## src/hw/miau_defines.vh

```
/*
  constant definitions for the maskable interrupt accept unit:
  register addresses, field positions, reset values and timing counts.
  assumes inclusion by bare name from the design file.
*/
`ifndef MIAU_DEFINES_VH
`define MIAU_DEFINES_VH

// register addresses in the 8-bit special-function space
`define MIAU_ADDR_EN_EXT 8'h2C
`define MIAU_ADDR_RL_EXT 8'h2E
`define MIAU_ADDR_EN_LOW 8'h3A
`define MIAU_ADDR_EN_HIGH 8'h3B
`define MIAU_ADDR_RL_LOW 8'h3C
`define MIAU_ADDR_RL_HIGH 8'h3D

// field positions
`define MIAU_GIE_BIT 0
`define MIAU_FIRST_MASKABLE 4
`define MIAU_NUM_SRC 24

// reset values
`define MIAU_EN_RESET 24'h000000
`define MIAU_RL_RESET 24'h000000
`define MIAU_RL_BIT_RESET 1'b0

// vector slot bases: sources below 16 count down from the first base,
// sources 16 and up from the second, lower one
`define MIAU_VEC_BASE_LOW 16'hFFFE
`define MIAU_VEC_BASE_EXT 16'hFFDE

// acceptance timing in machine cycles
`define MIAU_ACCEPT_MCYC 8
`define MIAU_MCYC_CLKS 4

// sequence states
`define MIAU_ST_IDLE 3'h0
`define MIAU_ST_PSW 3'h1
`define MIAU_ST_PCH 3'h2
`define MIAU_ST_PCL 3'h3
`define MIAU_ST_VEC 3'h4
`define MIAU_ST_WAIT 3'h5

`endif

```

## src/hw/miau_accept_unit.v

```verilog
/*
  maskable interrupt accept unit: request latches, per-source enables,
  global enable and the acceptance push/vector sequence.
  assumes a cpu sequencer on the same clock that flags instruction ends,
  reads stack/vector data it is handed, and signals return opcodes.
  limitation: register and vector layout is fixed for 24 sources.
*/
`timescale 1ns/10ps
`include "miau_defines.vh"

module miau_accept_unit #(
  parameter NUM_SRC = `MIAU_NUM_SRC,
  parameter NMI_LAST = 3,
  parameter ACCEPT_CLKS = `MIAU_ACCEPT_MCYC * `MIAU_MCYC_CLKS
) (
  input wire core_clk_in,
  input wire rst_n_in,
  input wire [NUM_SRC-1:0] irq_req_in,
  input wire [7:0] sfr_addr_in,
  input wire [7:0] sfr_wdata_in,
  input wire sfr_wr_in,
  input wire sfr_rd_in,
  output reg [7:0] sfr_rdata_out,
  input wire instr_last_in,
  input wire [15:0] pc_in,
  input wire [7:0] status_in,
  input wire [7:0] sp_in,
  input wire [15:0] vector_data_in,
  input wire ret_maskable_in,
  input wire ret_nonmaskable_in,
  input wire [7:0] pop_status_in,
  output wire irq_pending_out,
  output reg accept_busy_out,
  output reg push_we_out,
  output reg [7:0] push_addr_out,
  output reg [7:0] push_data_out,
  output reg [7:0] sp_load_out,
  output reg sp_we_out,
  output reg [15:0] vector_addr_out,
  output reg [15:0] pc_load_out,
  output reg pc_we_out,
  output reg [4:0] accepted_src_out
);

  // software-visible latches and enables, then sequencer and snapshot state
  reg [NUM_SRC-1:0] latch_q;
  reg [NUM_SRC-1:0] en_q;
  reg gie_q;
  reg [2:0] state_q;
  reg [7:0] cnt_q;
  reg [4:0] src_q;
  reg saved_gie_q;
  reg [15:0] saved_pc_q;
  reg [7:0] saved_status_q;
  reg [7:0] sp_q;

  // decode and selection signals
  wire [NUM_SRC-1:0] eligible;
  reg [4:0] win_src;
  reg win_valid;
  reg [NUM_SRC-1:0] wr_clear;
  reg [NUM_SRC-1:0] en_d;
  reg gie_wr_val;
  reg gie_wr;
  integer i;
  // one acceptance decision, shared by latch, enable and sequencer logic
  wire accept_take;
  // entry slot of the source being accepted
  wire [15:0] vec_base;
  wire [15:0] vec_slot;

  // enable mask; non-maskable sources bypass all enables, maskable ones
  // need both their own flag and the global enable, so a latch may sit
  // set and visible while its source is shut off
  genvar g;
  generate
    for (g = 0; g < NUM_SRC; g = g + 1) begin : g_elig
      if (g <= NMI_LAST) begin : g_nmi
        assign eligible[g] = latch_q[g];
      end else begin : g_mask
        assign eligible[g] = latch_q[g] & en_q[g] & gie_q;
      end
    end
  endgenerate

  assign irq_pending_out = |eligible;

  // acceptance is decided only on an instruction's final cycle while idle;
  // a request latched mid-instruction waits for that cycle
  assign accept_take = (state_q == `MIAU_ST_IDLE) && instr_last_in && win_valid;

  // sources 16 and up live in a second, lower run of vector slots
  assign vec_base = (src_q >= 5'h10) ? `MIAU_VEC_BASE_EXT : `MIAU_VEC_BASE_LOW;
  assign vec_slot = vec_base - {10'h000, src_q, 1'b0};

  // fixed priority: lowest source number wins; the loop runs downwards so
  // the last eligible source seen is the lowest one
  always @* begin
    win_src = 5'h00;
    win_valid = 1'b0;
    for (i = NUM_SRC - 1; i >= 0; i = i - 1) begin
      if (eligible[i]) begin
        win_src = i[4:0];
        win_valid = 1'b1;
      end
    end
  end

  // decode of software writes to latches and enables; a one written to a
  // latch bit decodes to no clear at all, so software never raises a request
  always @* begin
    wr_clear = {NUM_SRC{1'b0}};
    en_d = en_q;
    gie_wr = 1'b0;
    gie_wr_val = gie_q;
    if (sfr_wr_in) begin
      case (sfr_addr_in)
        // latch registers: zeros clear, ones are ignored
        `MIAU_ADDR_RL_LOW: wr_clear[7:0] = ~sfr_wdata_in;
        `MIAU_ADDR_RL_HIGH: wr_clear[15:8] = ~sfr_wdata_in;
        `MIAU_ADDR_RL_EXT: wr_clear[23:16] = ~sfr_wdata_in;
        // low enable register also carries the global enable in bit 0
        `MIAU_ADDR_EN_LOW: begin
          en_d[7:`MIAU_FIRST_MASKABLE] = sfr_wdata_in[7:`MIAU_FIRST_MASKABLE];
          gie_wr = 1'b1;
          gie_wr_val = sfr_wdata_in[`MIAU_GIE_BIT];
        end
        // remaining enable registers hold flags only
        `MIAU_ADDR_EN_HIGH: en_d[15:8] = sfr_wdata_in;
        `MIAU_ADDR_EN_EXT: en_d[23:16] = sfr_wdata_in;
        default: en_d = en_q;
      endcase
    end
  end

  // request latches, one flop per source: a new request beats a clear in
  // the same cycle, so a request landing on a software clear is not lost
  generate
    for (g = 0; g < NUM_SRC; g = g + 1) begin : g_latch
      // this source is the one taken at this edge
      wire take_here;
      assign take_here = accept_take && (win_src == g);
      always @(posedge core_clk_in or negedge rst_n_in) begin
        if (!rst_n_in) begin
          latch_q[g] <= `MIAU_RL_BIT_RESET;
        end else if (irq_req_in[g]) begin
          latch_q[g] <= 1'b1;
        end else if (wr_clear[g]) begin
          latch_q[g] <= 1'b0;
        end else if (take_here) begin
          latch_q[g] <= 1'b0;
        end
      end
    end
  endgenerate

  // enable flags and global enable; the acceptance clear wins over a
  // return or a software write on the same edge, so every handler starts
  // with maskable sources shut off
  always @(posedge core_clk_in or negedge rst_n_in) begin
    if (!rst_n_in) begin
      en_q <= `MIAU_EN_RESET;
      gie_q <= 1'b0;
    end else begin
      // enables follow the decoded write
      en_q <= en_d;
      if (accept_take) begin
        gie_q <= 1'b0;
      end else if (ret_maskable_in || ret_nonmaskable_in) begin
        gie_q <= pop_status_in[`MIAU_GIE_BIT];
      end else if (gie_wr) begin
        gie_q <= gie_wr_val;
      end
    end
  end

  // acceptance sequencer: three push states, a vector load, then a wait
  // that pads the run out to eight machine cycles; cnt_q counts from the
  // first push state so the exit point moves with ACCEPT_CLKS alone
  always @(posedge core_clk_in or negedge rst_n_in) begin
    if (!rst_n_in) begin
      state_q <= `MIAU_ST_IDLE;
      cnt_q <= 8'h00;
      src_q <= 5'h00;
      saved_gie_q <= 1'b0;
      saved_pc_q <= 16'h0000;
      saved_status_q <= 8'h00;
      sp_q <= 8'h00;
    end else begin
      case (state_q)
        // idle: snapshot cpu state at the instruction's final cycle
        `MIAU_ST_IDLE: begin
          cnt_q <= 8'h00;
          if (accept_take) begin
            state_q <= `MIAU_ST_PSW;
            src_q <= win_src;
            saved_gie_q <= gie_q;
            saved_pc_q <= pc_in;
            saved_status_q <= status_in;
            sp_q <= sp_in;
          end
        end
        // status word push
        `MIAU_ST_PSW: begin
          cnt_q <= cnt_q + 8'h01;
          state_q <= `MIAU_ST_PCH;
        end
        // pc high byte push
        `MIAU_ST_PCH: begin
          cnt_q <= cnt_q + 8'h01;
          state_q <= `MIAU_ST_PCL;
        end
        // pc low byte push
        `MIAU_ST_PCL: begin
          cnt_q <= cnt_q + 8'h01;
          state_q <= `MIAU_ST_VEC;
        end
        // entry address fetch from the vector slot
        `MIAU_ST_VEC: begin
          cnt_q <= cnt_q + 8'h01;
          state_q <= `MIAU_ST_WAIT;
        end
        // pad to the full acceptance length
        `MIAU_ST_WAIT: begin
          cnt_q <= cnt_q + 8'h01;
          if (cnt_q >= ACCEPT_CLKS - 2) begin
            state_q <= `MIAU_ST_IDLE;
          end
        end
        default: state_q <= `MIAU_ST_IDLE;
      endcase
    end
  end

  // stack, pc and vector strobes to the cpu: sp and pc strobes are one-cycle
  // pulses with data held until the next load, while push_we_out stays high
  // for the three push cycles with new push data each cycle, so pushes are sampled on the strobe
  always @(posedge core_clk_in or negedge rst_n_in) begin
    if (!rst_n_in) begin
      accept_busy_out <= 1'b0;
      push_we_out <= 1'b0;
      push_addr_out <= 8'h00;
      push_data_out <= 8'h00;
      sp_load_out <= 8'h00;
      sp_we_out <= 1'b0;
      vector_addr_out <= 16'h0000;
      pc_load_out <= 16'h0000;
      pc_we_out <= 1'b0;
      accepted_src_out <= 5'h00;
    end else begin
      accept_busy_out <= (state_q != `MIAU_ST_IDLE) || accept_take;
      // strobes fall back to zero unless a state raises them
      push_we_out <= 1'b0;
      sp_we_out <= 1'b0;
      pc_we_out <= 1'b0;
      case (state_q)
        // status word first, at the current stack top
        `MIAU_ST_PSW: begin
          push_we_out <= 1'b1;
          push_addr_out <= sp_q;
          push_data_out <= {saved_status_q[7:1], saved_gie_q};
          vector_addr_out <= vec_slot;
          accepted_src_out <= src_q;
        end
        // then pc high, one below
        `MIAU_ST_PCH: begin
          push_we_out <= 1'b1;
          push_addr_out <= sp_q - 8'h01;
          push_data_out <= saved_pc_q[15:8];
        end
        // then pc low, with the stack pointer dropped by three
        `MIAU_ST_PCL: begin
          push_we_out <= 1'b1;
          push_addr_out <= sp_q - 8'h02;
          push_data_out <= saved_pc_q[7:0];
          sp_we_out <= 1'b1;
          sp_load_out <= sp_q - 8'h03;
        end
        // entry address becomes the new pc
        `MIAU_ST_VEC: begin
          pc_we_out <= 1'b1;
          pc_load_out <= vector_data_in;
        end
        // returns bump the stack pointer back by three
        `MIAU_ST_IDLE: begin
          if (ret_maskable_in || ret_nonmaskable_in) begin
            sp_we_out <= 1'b1;
            sp_load_out <= sp_in + 8'h03;
          end
        end
        default: push_we_out <= 1'b0;
      endcase
    end
  end

  // register readback: registered, so data stands from the cycle after
  // the strobe until the next read; unmapped addresses and the unstored
  // enable bits 3:1 read as zero
  always @(posedge core_clk_in or negedge rst_n_in) begin
    if (!rst_n_in) begin
      sfr_rdata_out <= 8'h00;
    end else if (sfr_rd_in) begin
      case (sfr_addr_in)
        // latch registers
        `MIAU_ADDR_RL_LOW: sfr_rdata_out <= latch_q[7:0];
        `MIAU_ADDR_RL_HIGH: sfr_rdata_out <= latch_q[15:8];
        `MIAU_ADDR_RL_EXT: sfr_rdata_out <= latch_q[23:16];
        // enable registers, global enable in bit 0 of the low one
        `MIAU_ADDR_EN_LOW: sfr_rdata_out <= {en_q[7:4], 3'h0, gie_q};
        `MIAU_ADDR_EN_HIGH: sfr_rdata_out <= en_q[15:8];
        `MIAU_ADDR_EN_EXT: sfr_rdata_out <= en_q[23:16];
        default: sfr_rdata_out <= 8'h00;
      endcase
    end
  end

endmodule // miau_accept_unit

```

## config.mk

```make
export PLATFORM = sky130hd
export DESIGN_NAME = miau_accept_unit
export DESIGN_NICKNAME = d
export VERILOG_FILES = /design/src/hw/miau_accept_unit.v
export VERILOG_INCLUDE_DIRS = /design/src /design/src/hw
export SDC_FILE = /design/constraint.sdc
export NUM_CORES = 1
export LEC_CHECK = 0
export BUFFER_PORTS_ARGS = -buffer_cell sky130_fd_sc_hd__buf_2
export CAP_MARGIN = 5
export CORE_MARGIN = 2
export CORE_UTILIZATION = 50
export DETAILED_ROUTE_END_ITERATION = 7
export GPL_TIMING_DRIVEN = 0
export PLACE_DENSITY = 0.79
export SLEW_MARGIN = 25
export SYNTH_ARGS = -nofsm -noshare
export SYNTH_HDL_FRONTEND = slang
export SYNTH_SLANG_ARGS = --single-unit
```

## constraint.sdc

```tcl
create_clock -name core_clk_in -period 3.4 [get_ports core_clk_in]
set_clock_uncertainty 0.05 [all_clocks]
set_input_delay 0 -clock core_clk_in [delete_from_list [all_inputs] [get_ports core_clk_in]]
set_output_delay 0 -clock core_clk_in [all_outputs]
set_load 0.005 [all_outputs]
```

# After elaboration in Yosys (flattened, before gate mapping)
# Index checks and enable logic that the tools add are counted.
dict set report op_classes {
  addsub 6
  multipliers 0
  div 0
  order_cmp 2
  eq_ne 37
  n_shift 0
  mux 145
  bitwise_logic 41
  reduce_logical 71
}
# operator count
set op_table {}
lappend op_table {{two-way mux 5 bit} 24}
lappend op_table {{two-way mux 1 bit} 106}
lappend op_table {{nonzero test 3 bit} 29}
lappend op_table {{equality test 8 x 6 -> 1 bit (second input constant)} 6}
lappend op_table {{one-hot mux 8 bit (3 select lines)} 2}
lappend op_table {{one-hot mux 8 bit (6 select lines)} 1}
lappend op_table {{AND 1 bit} 40}
lappend op_table {{equality test 5 x 4 -> 1 bit (second input constant)} 8}
lappend op_table {{equality test 5 bit (second input constant)} 8}
lappend op_table {{two-way mux 8 bit} 4}
lappend op_table {{one-hot mux 8 bit (2 select lines)} 2}
lappend op_table {{logical AND 1 bit} 26}
lappend op_table {{two-way mux 24 bit} 1}
lappend op_table {{OR reduction 24 bit} 1}
lappend op_table {{equality test 5 x 3 -> 1 bit (second input constant)} 4}
lappend op_table {{one-hot mux 3 bit (6 select lines)} 1}
lappend op_table {{subtractor 8 x 2 -> 8 bit (second input constant)} 2}
lappend op_table {{AND reduction 2 bit} 6}
lappend op_table {{equality test 5 x 2 -> 1 bit (second input constant)} 2}
lappend op_table {{adder 8 x 1 -> 8 bit (second input constant)} 1}
lappend op_table {{adder 8 x 2 -> 8 bit (second input constant)} 1}
lappend op_table {{>= comparator 8 x 5 -> 1 bit (second input constant)} 1}
lappend op_table {{inverter 8 bit} 1}
lappend op_table {{subtractor 7 x 7 -> 8 bit} 1}
lappend op_table {{other kinds (18)} 24}
dict set report totals {
  ff_bits 167
  latch_bits 0
  mem_bits_rw 0
  romBits 0
  input_bits 103
  wordCells 348
  memories 0
}

# Logic depth before layout (Yosys ltp)
# Gate-level depths: netlist of run 1.
dict set report depth {
  ltp_word 31
  depth_mapped 10
  mapped_depth_nobuf 7
}

# Worst setup path before layout of run 1
# Ideal clock, no wire load.
dict set report synth_timing {
  path_kind {flip-flop to flip-flop}
  start {reg latch_q[6]}
  end {reg saved_gie_q}
  arrival_ns 2.019
  required_time_ns 3.225
  path_slack_ns 1.206
  stages_incl_launch_ff 9
  synth_period_minus_slack_ns 2.194
  cell_sequence {dfrtp_1 -> a22oi_2 -> a41o_1 -> nand3_1 -> or3_4 -> and2_4 -> buf_6 -> buf_12 -> mux2_4}
}
dict set report synth_between {
  elab_chain_len 11
}
# element line_no
set synth_rtl {}
lappend synth_rtl {{start: declaration} miau_accept_unit.v:46} ;# reg [NUM_SRC-1:0] latch_q;
lappend synth_rtl {{start signal: indexed assignment} miau_accept_unit.v:145} ;# latch_q[g] <= `MIAU_RL_BIT_RESET;
lappend synth_rtl {{AND 1 bit (2 in a row)} miau_accept_unit.v:81} ;# assign eligible[g] = latch_q[g] & en_q[g] & gie_q;
lappend synth_rtl {{two-way mux 1 bit (7 in a row)} miau_accept_unit.v:102} ;# if (eligible[i]) begin
lappend synth_rtl {{logical AND 1 bit} miau_accept_unit.v:90} ;# assign accept_take = (state_q == `MIAU_ST_IDLE) && instr_last_in && win_valid;
lappend synth_rtl {{AND reduction 2 bit (no source line)} -}
lappend synth_rtl {{end signal: assignment} miau_accept_unit.v:197} ;# saved_gie_q <= gie_q;
lappend synth_rtl {{end: declaration} miau_accept_unit.v:52} ;# reg saved_gie_q;
# Every way passes these cells.
# A chain may end at the register's enable or synchronous reset.

# Worst setup path after layout of run 1
dict set report layout_timing {
  start {reg latch_q[2], in the netlist eligible[2]}
  end {reg latch_q[11]}
}
dict set report layout_between {
  elab_chain_len 6
  elab_cells_between_ends 10
  classes_between {eq/ne (1); mux (6); reduce/logical (3)}
}
# element line_no
set layout_rtl {}
lappend layout_rtl {{two-way mux 5 bit or two-way mux 1 bit (tied branches) (3 in a row)} miau_accept_unit.v:102}
lappend layout_rtl {{equality test 5 x 4 -> 1 bit or logical AND 1 bit (tied branches)} {miau_accept_unit.v:142, miau_accept_unit.v:90}}
lappend layout_rtl {{logical AND 1 bit (*)} miau_accept_unit.v:142} ;# assign take_here = accept_take && (win_src == g);
lappend layout_rtl {{nonzero test 3 bit (no source line) (*)} -}
# Every way passes the cells marked *; elsewhere a longest branch is shown, timed or not.

==> flow_summary_export.csv, run 1 <==
group,metric,value,unit
status,outcome,"complete, no violations",
clock_network,ctsHoldBuffers,98,
clock_network,cts_sinks,157,
global_routing,grt_max_degree,87,
setup_path,arrival,3.42,ns
clock_network,cts_tree,"done",
global_routing,grt_pass1_wl,36870,um
setup_path,cp_max_fo,9,
yosys,synth_top_area_frac,0.5023,
setup_path,reg2reg_depth,9,
setup_path,critPathBufInv,2,
routing,drtIter0Drc,741,
routing,wl_per_cell,18.50,um
global_routing,grt_usage,0.2861,
timing,max_slew_margin,0.5091,
worst_hold_path,hold_class,"input port to flip-flop",
timing,rsz0062_at_grt,"no",
clock_network,cts_root_buf,"clkbuf_16",
die,fp.dieW,129.1,um
die,ios,177,
die,dieArea,0.01666,mm^2
yosys,yosys_warnings,0,
clock_network,numCtsBuffers,17,
timing,report.final.hold_viol_count,0,
clock_network,h-tree-depth,4,
yosys,yosysUniqueCellTypes,63,
setup_path,cp-start-kind,"flip-flop",
timing,fin_crit,3.159,ns
pwr,p_leak,4.712,nW
yosys,syn_nets,851,
yosys,async_flop_share,1.000,
run,cap_violations,0,
timing,tightest_slew,0.7337,ns
die,start_util,0.5126,
setup_path,path_class,"flip-flop to flip-flop",
worst_hold_path,hold_depth,5,
place,numPortBuffers,166,
yosys,synth_top_family_by_area,"compound AO/OA/AOI/OAI gates",
yosys,ys_seq_elements,157,
setup_path,max_stage_delay,0.56,ns
routing,ant_nets,0,
place,routabilityCongestion,0.9551,
setup_path,slowest_stage,"dlygate4sd3_1",
pwr,switching_share,0.3318,
timing,tns,0,ns
clock_network,post_cts_resized,0,
timing,setup_viol,0,
yosys,yosys.area.top_type,"dfrtp_1",
routing,vias_per_cell,5.671,
global_routing,grt_pass1_vias,7228,
yosys,synth_fa_ha_area_frac,0.01280,
cells_and_area,drive_gt1_frac,0.2970,
pwr,power_frac_comb,0.363,
routing,drcViolationCount,0,
clock_network,clkLatencyLatePin,0.43,ns
setup_path,r2r_end,"latch_q[11]",
die,num_rows,45,
setup_path,r2r_start,"eligible[2]",
die,dieHeight,129.1,um
yosys,syn_inst,740,
setup_path,rrSetupSlack,0.24,ns
clock_network,cts_buffer_depth,2,
pwr,p_switching,2.531,mW
worst_hold_path,hold-path-endpoint,"latch_q[6]",
cells_and_area,fin_nets,1135,
die,core,0.01526,mm^2
routing,drtPass1Iterations,6,
timing,fin_crit_sh,0.9290,
cells_and_area,n_antenna_cell,0,
yosys,synth_area,0.007821,mm^2
yosys,yosysSeqAreaShare,0.5023,
yosys,synth-simple-area-share,0.1309,
timing,slew_viol_final,0,
pwr,p_total,7.628,mW
pwr,p_int,5.097,mW
pwr,p_per_area,722.2,mW/mm^2
setup_path,cp_cell_sequence,"clkbuf_1 -> or3b_2 -> a2111o_1 -> o211ai_1 -> a31oi_1 -> nor3b_2 -> nand2_1 -> a31o_1 -> dlygate4sd3_1",
pwr,ir_drop,0.0004286,V
yosys,syn_area_per_cell,10.57,um^2
yosys,ys.flop_type,"dfrtp_1",
cells_and_area,area_growth,35.03,%
global_routing,antenna_found_initial,0,
routing,via_count,7077,
place,hpwl,14630,um
setup_path,crit_family,"buffers and inverters",
yosys,synth_edf_count,0,
worst_hold_path,hp-start,"sfr_wr_in",
routing,wirelength,23090,um
global_routing,grt-ovfl-total,0,
pwr,p_seq_frac,0.369,
pwr,clockPowerShare,0.267,
clock_network,clk_pin_slew,0.07,ns
setup_path,end_kind,"flip-flop",
yosys,synthMuxAreaShare,0.1307,
clock_network,post_cts.repair.setup_buffers,0,
setup_path,crit_required,3.66,ns
timing,fmax,316.6,MHz
yosys,synth_xor_area_frac,0.01904,
yosys,synth.area.top_cells,"dfrtp_1 (50%), mux2_2 (7.1%), mux2_4 (5.8%), nand2_1 (4.9%), o21ai_0 (3.3%)",
yosys,synth_compound_area_frac,0.1603,
[synth_stat cells, types with 15 or more instances]
| cell | count |
|---|---|
| nand2_1 | 103 |
| nor2_1 | 47 |
| a21oi_1 | 43 |
| dfrtp_1 | 157 |
| a31oi_1 | 17 |
| a22oi_1 | 15 |
| mux2_4 | 30 |
| inv_1 | 21 |
| nand3_1 | 15 |
| mux2_2 | 49 |
| clkbuf_1 | 25 |
| o21ai_0 | 52 |
[logic make-up after synthesis]
kind of cell,count (synthesis)
fa+ha+maj,8
flops,157
simple gates,220
other cells,1
mux,81
xor+xnor,17
compound gates,190
buf+inv,66
[power groups by stage]
| stage | clock, mW | combinational [mW] | sequential [mW] |
|---|---|---|---|
| floorplan | 0 | 1.77 | 2.79 |
| global placement | 0 | 2.56 | 2.79 |
| detailed placement | 0 | 2.62 | 2.83 |
| CTS | 2.05 | 2.74 | 2.80 |
| global route | 2.15 | 3.06 | 2.89 |
| finish | 2.04 | 2.77 | 2.82 |
[worst min-delay path, cell delays in order]
cell and delay [ns]:
buf_2 0.13, nor2b_1 0.16, nand2_1 0.08, a21oi_1 0.07, a21oi_1 0.10
[area by class of cell]
type                            instances  area [um^2]
Buffer                                 45        261.5
Clock inverter                         10        162.7
Sequential cell                       157         3929
Timing Repair Buffer                  265         1849
Fill cell                            1108         4697
Inverter                               21        78.83
Clock buffer                           22        464.2
Tap cell                              211        264.0
Multi-Input combinational cell        517         3552
[state kept, by name (all words and copies together) (netlist names), 16 cells and up]
register	count
pc_load_out	16
saved_pc_q	16
en_q	20
latch_q	20
[metrics by stage]
stage	hold WS, ns	cell area (um^2)	setup slack [ns]	util	std cells
6_report	0.1095	10560	0.2413	0.6922	1248
5_1_grt	0.1471	10560	0.09745	0.6922	1248
4_1_cts	0.05790	10560	0.3776	0.6922	1248
3_5_place_dp	0.004835	8954	0.8096	0.5868	1118
3_3_place_gp	0.1420	8916	-0.09465	0.5843	1117
2_1_floorplan	-0.3456	7821	1.206	-	740
[cells in the final DEF, fill, tap and decap left out, drive strengths merged, types with 9 or more instances in the layout]
cell,Yosys,final
nor2b,14,14
a222oi,14,14
buf,20,187
a22oi,18,18
o21ai,53,53
a21oi,43,43
xor2,9,9
inv,21,21
a31oi,17,17
mux2,79,79
nor2,47,47
nand2,103,103
dfrtp,157,157
nand3,15,15
clkbuf,25,47
dlygate4sd3,0,98
[worst max-delay path by stage]
stage / startpoint / to / slack (ns) / cells past startpoint
2_1_floorplan: latch_q[6] / saved_gie_q / 1.21 / 8
3_3_place_gp: rst_n_in / pc_load_out[6] / -0.09 / 1
3_5_place_dp: state_q[2] / latch_q[14] / 0.81 / 8
4_1_cts: gie_q / latch_q[9] / 0.38 / 9
5_1_grt: gie_q / latch_q[9] / 0.1 / 9
6_report: eligible[2] / latch_q[11] / 0.24 / 9
[metal layers]
layer / vias to the layer above / global-route usage / wire [um]
met3: 69 / 0.07019 / 1800
met2: 336 / 0.4821 / 11470
met1: 3455 / 0.3552 / 9149
met4: 0 / 0.1176 / 671
met5: - / 0 / 0
li1: 3217 / - / -
Power figures use the tool's default switching activity.
==> inputs of run 2 (changes only) <==
ABC_AREA = 1   (was unset)
CORE_MARGIN = unset   (was 2)
==> run 2 against run 1 <==
Effect of this change:
- clock-buffer cell count down 4
- setup slack better by 0.0098 ns
- die area is 4.3% lower
- global-route usage rose by 3.0 points
- critical path depth grew 6
- hold slack lost 0.035 ns
- cell count up 14%
- critical path type unchanged
- largest cell class unchanged
==> flow_summary_export.csv, run 2 <==
group,metric,value,unit
setup_path,cp_cell_sequence,"buf_6 -> buf_6 -> nand3_1 -> nand2_1 -> nor2_1 -> nand2_1 -> nor2_1 -> nand3_2 -> nand3_4 -> inv_2 -> nand2_1 -> nor2_1 -> nand3_1 -> a31o_1 -> dlygate4sd3_1",
die,fp.dieW,126.2,um
setup_path,arrival,3.40,ns
clock_network,cts_tree,"done",
die,dieHeight,126.2,um
routing,via_count,7901,
pwr,p_leak,5.057,nW
routing,wl_met1,9465,um
setup_path,crit_family,"simple AND/OR/NAND/NOR gates",
clock_network,h-tree-depth,4,
yosys,synth.area.top_cells,"dfrtp_1 (51%), nand2_1 (14%), o21ai_0 (5.0%), inv_1 (4.7%), nor2_1 (3.5%)",
timing,setup_viol,0,
pwr,p_per_area,716.0,mW/mm^2
yosys,yosys.area.top_type,"dfrtp_1",
clock_network,cts_root_buf,"clkbuf_16",
setup_path,crit_required,3.66,ns
cells_and_area,instances_no_fill,1420,
clock_network,clkLatencyLatePin,0.43,ns
routing,drcViolationCount,0,
timing,max_slew_margin,0.4462,
global_routing,antenna_found_initial,1,
yosys,yosysUniqueCellTypes,50,
cells_and_area,layout_commonest_cell,"nand2_1",
pwr,ir_drop,0.0003727,V
yosys,syn_area_per_cell,8.236,um^2
global_routing,grt_max_degree,89,
yosys,yosys_warnings,0,
cells_and_area,area_growth,35.51,%
routing,routed-wl-met2,11700,um
cells_and_area,final_util,0.6905,
routing,drtPass1Iterations,7,
timing,report.final.hold_viol_count,0,
timing,fin_crit,3.149,ns
cells_and_area,n_antenna_cell,0,
die,dieArea,0.01594,mm^2
die,core,0.01515,mm^2
status,outcome,"complete, no violations",
cells_and_area,final_cell_mix,"nand2_1 (296), buf_2 (169), dfrtp_1 (157)",
setup_path,path_class,"flip-flop to flip-flop",
yosys,yosysSeqAreaShare,0.5091,
cells_and_area,top_regs,"en_q x20, latch_q x20",
yosys,syn_inst,937,
setup_path,cp-start-kind,"flip-flop",
routing,drtIter0Drc,750,
setup_path,critPathBufInv,4,
timing,fin_crit_sh,0.9261,
yosys,yosysMostFrequentCell,"nand2_1",
cells_and_area,fin_nets,1330,
routing,highest_layer,"met5",
cells_and_area,drive_gt1_frac,0.1948,
routing,wl_per_cell,17.10,um
timing,fmax,317.6,MHz
timing,tightest_slew,0.8231,ns
place,place_inst,1293,
clock_network,cts_sinks,157,
timing,rsz0062_at_grt,"no",
setup_path,end_kind,"flip-flop",
yosys,async_flop_share,1.000,
timing,hold_ws,0.07408,ns
global_routing,grt_usage,0.3161,
clock_network,post_cts_resized,0,
yosys,syn_nets,1048,
clock_network,cts_buffer_depth,2,
place,hpwl,15890,um
global_routing,grt-ovfl-total,0,
setup_path,slowest_stage,"dlygate4sd3_1",
yosys,ys.flop_type,"dfrtp_1",
die,num_rows,45,
yosys,synth_top_area_frac,0.5091,
place,routabilityCongestion,0.9591,
place,numPortBuffers,167,
routing,wl_met3,2097,um
routing,vias_per_cell,5.564,
yosys,synth_edf_count,0,
global_routing,grt_pass1_vias,7820,
yosys,ys_seq_elements,157,
clock_network,numCtsBuffers,17,
clock_network,clk_pin_slew,0.06,ns
routing,wirelength,24290,um
worst_hold_path,hold_class,"input port to asynchronous set/reset pin",
die,ios,177,
run,cap_violations,0,
global_routing,grt_pass1_wl,38900,um
timing,slew_viol_final,0,
die,start_util,0.5095,
yosys,netlist_top_cells_count,"nand2_1 (296), dfrtp_1 (157), inv_1 (97)",
setup_path,max_stage_delay,0.57,ns
setup_path,cp_max_fo,10,
routing,ant_nets,0,
yosys,synth_area,0.007717,mm^2
==> run 2: logic make-up after synthesis <==
| group | share of synthesized area |
|---|---|
| AND/OR/NAND/NOR | 0.2450 |
| AO/OA/AOI/OAI | 0.1548 |
| flip-flops | 0.5091 |
| buffers and inverters | 0.07198 |
| adder cells (fa/ha/maj) | 0.01297 |
| XOR/XNOR | 0.005675 |
| other | 0.0004859 |
==> run 2: path summary, 6_finish.rpt <==
kind                                    startpoint                 end  slack (ns)  cells past startpoint
worst max-delay path                         gie_q         latch_q[14]        0.25                     15
worst min-delay path                      rst_n_in    push_addr_out[1]        0.07                      2
worst max register to register               gie_q         latch_q[14]        0.25                     15
worst min register to register  vector_addr_out[5]  vector_addr_out[5]        0.41                      1
max in group asynchronous                 rst_n_in             en_q[8]        2.41                      3
min in group core_clk_in            sfr_addr_in[0]    sfr_rdata_out[7]        0.15                      6
==> run 2: area by class of cell <==
class,instances,area [um^2]
Clock inverter,14,241.5
Sequential cell,157,3929
Clock buffer,18,439.2
Buffer,33,176.4
Inverter,101,379.1
Timing Repair Buffer,263,1824
Multi-Input combinational cell,646,3233
Tap cell,188,235.2
Fill cell,1125,4688
==> run 2: through the flow <==
stage               area [um^2]  total power, mW  setup WS (ns)  setup TNS [ns]
floorplan                  7717            4.227          1.325               0
finish                    10460            7.487         0.2512               0
CTS                       10460            7.428         0.3520               0
global placement           8788            5.052       -0.08741          -11.66
global route              10460            7.927        0.03237               0
detailed placement         8826            5.139         0.7754               0
==> run 2: per-layer routing <==
metal	vias up	global-route usage
li1	3638	-
met1	3684	0.3788
met2	461	0.5281
met3	116	0.08454
met4	2	0.1545
met5	-	0
==> run 2: where the power goes <==
group / switching [mW] / internal [mW] / total [mW]
combinational: 1.57 / 0.982 / 2.55
clock: 0.781 / 1.40 / 2.18
sequential: 0.344 / 2.41 / 2.76
==> run 2: worst reg2reg max path, delay by kind of cell (launching register included) <==
kind	cells	cell delay (ns)
buf+inv	4	1.10
flops	1	0.38
simple gates	10	1.31
compound gates	1	0.20
==> run 2: what timing repair did <==
action	4_1_cts	5_1_grt
hold buffers	95	0
endpoints found under the hold margin	203	0
setup endpoints to repair	0	0
buffers inserted	0	0
==> inputs of run 3 (changes only) <==
REMOVE_ABC_BUFFERS = 1   (was unset)
==> run 3 against run 2 <==
Effect of this change:
- wire length shrank 5.8%
- largest power group unchanged
- sequential share of layout area grew 0.82 points
- total power shrank 5.7%
- critical path depth shrank 2
- hold slack lost 0.073 ns
- cell count shrank 2.0%
- first-iteration DRC count grew 6.7%
- sequential power is essentially flat
==> flow_summary_export.csv, run 3 (synthesis gave the netlist of run 2 again) <==
group,metric,value,unit
run,cap_violations,0,
place,preCtsSetupSlack,-0.4575,ns
cells_and_area,final_cell_mix,"nand2_1 (296), buf_2 (167), dfrtp_1 (156)",
place,hpwl,14830,um
place,routabilityCongestion,0.9280,
pwr,p_total,7.058,mW
routing,ant_nets,0,
timing,report.final.hold_viol_count,0,
timing,setup_slack,0.2540,ns
pwr,switching_share,0.3671,
worst_hold_path,hold_class,"input port to asynchronous set/reset pin",
clock_network,cts_buffer_depth,2,
global_routing,grt-ovfl-total,0,
clock_network,h-tree-depth,4,
cells_and_area,area_growth,32.75,%
pwr,p_per_area,688.9,mW/mm^2
die,ios,177,
pwr,clockPowerShare,0.265,
timing,rsz0062_at_grt,"no",
die,core,0.01515,mm^2
place,numPortBuffers,167,
cells_and_area,num-fill-cells,1200,
timing,max_slew_margin,0.4276,
timing,tightest_slew,0.8577,ns
global_routing,busiest_layer,"met2",
clock_network,cts_root_buf,"clkbuf_16",
die,start_util,0.5095,
setup_path,cp-start-kind,"flip-flop",
pwr,ir_drop,0.0004081,V
clock_network,cts_tree,"done",
clock_network,cts_sinks,157,
routing,drtIter0Drc,800,
setup_path,crit_required,3.71,ns
cells_and_area,n_antenna_cell,0,
cells_and_area,top_regs,"en_q x20, latch_q x20",
global_routing,use_met1,0.3548,
global_routing,grt_pass1_vias,7541,
cells_and_area,fin_area,0.01024,mm^2
cells_and_area,final_util,0.6764,
pwr,power_frac_comb,0.342,
die,dieArea,0.01594,mm^2
timing,slew_viol_final,0,
routing,drtPass1Iterations,8,
setup_path,rrSetupSlack,0.25,ns
global_routing,grt_usage,0.2970,
routing,wl_per_cell,16.45,um
clock_network,numCtsBuffers,17,
cells_and_area,drive_gt1_frac,0.1953,
setup_path,cp_max_fo,23,
timing,setup_viol,0,
timing,fmax,317.9,MHz
routing,wirelength,22890,um
routing,drcViolationCount,0,
die,fp.dieW,126.2,um
die,num_rows,45,
clock_network,clkLatencyLatePin,0.43,ns
pwr,p_leak,4.977,nW
global_routing,grt.met2_usage,0.5115,
timing,fin_crit_sh,0.9253,
global_routing,antenna_found_initial,0,
clock_network,clk_pin_slew,0.06,ns
status,outcome,"complete, no violations",
setup_path,path_class,"flip-flop to flip-flop",
global_routing,gr-usage-met3,0.05820,
routing,vias_per_cell,5.452,
global_routing,grt_max_degree,61,
pwr,p_switching,2.591,mW
pwr,p_int,4.467,mW
die,dieHeight,126.2,um
global_routing,grt_pass1_wl,36860,um
cells_and_area,layout_commonest_cell,"nand2_1",
pwr,p_seq_frac,0.393,
place,placed_area,0.008706,mm^2
setup_path,end_kind,"flip-flop",
cells_and_area,fin_nets,1302,
timing,fin_crit,3.146,ns
routing,via_count,7584,
setup_path,arrival,3.46,ns
run 3: cell count changes in the layout (fill, tap and decap cells not counted), moves of 3 or more:
cell / before / now
nor2_2: 1 / 4
clkbuf_1: 16 / 3
buf_1: 3 / 0
nor2_1: 71 / 68
bufinv_16: 6 / 2
buf_4: 9 / 4
run 3: metal layers:
layer	share of wire	up-vias
met3	0.062	77
li1	-	3586
met2	0.49	357
met4	0.039	0
met1	0.41	3564
met5	0	-
run 3: layout make-up:
| cell class | instances | area [um^2] | area share |
|---|---|---|---|
| multi-input cells | 647 | 3262 | 0.3184 |
| repair buffers | 267 | 1867 | 0.1822 |
| clock buffers | 21 | 450.4 | 0.04397 |
| well taps | 188 | 235.2 | 0.02296 |
| flip-flops and latches | 157 | 3933 | 0.3839 |
| clock inverters | 10 | 116.4 | 0.01136 |
| inverters | 101 | 381.6 | 0.03725 |
run 3: what timing repair did:
item,4_1_cts,5_1_grt
setup endpoints to repair,10,9
cloned,0,1
buffers inserted,0,3
pin swaps,0,1
gates resized for setup,3,1
endpoints found under the hold margin,261,0
hold buffers,93,0
run 3: critical path, cell delays in order, from the launching register on:
cell and delay [ns]:
dfrtp_4 0.52, buf_4 0.17, nand3_1 0.12, nand2_1 0.11, nor2_1 0.22, nand2_1 0.14
nor2_1 0.20, nand3_2 0.19, nand3_4 0.32, nor2_4 0.09, inv_1 0.20, nor2_1 0.08
o21bai_1 0.12, dlygate4sd3_1 0.55
run 3: path summary, 6_finish.rpt:
path,startpoint,to,depth (start not counted)
worst max-delay path,gie_q,eligible[3],13
worst min-delay path,rst_n_in,sp_we_out,2
worst max register to register,gie_q,eligible[3],13
worst min register to register,accepted_src_out[1],accepted_src_out[1],2
max in group asynchronous,rst_n_in,gie_q,3
min in group core_clk_in,sfr_addr_in[0],latch_q[15],5
run 3: through the flow:
stage	std cells	setup TNS, ns	hold slack [ns]
final	1391	0	0.0008487
after global routing	1391	0	0.02131
after CTS	1387	0	0.007792
after detailed placement	1263	-1.908	-0.1411
after global placement	1259	-14.73	0.1338
after floorplan	904	0	-0.3456
run 3: power by group through the flow:
stage	logic (mW)	clock network [mW]	registers (mW)
after floorplan	1.40	0	2.76
after global placement	2.17	0	2.79
after detailed placement	2.25	0	2.80
after CTS	2.35	1.88	2.77
after global routing	2.72	1.97	2.84
final	2.41	1.87	2.77
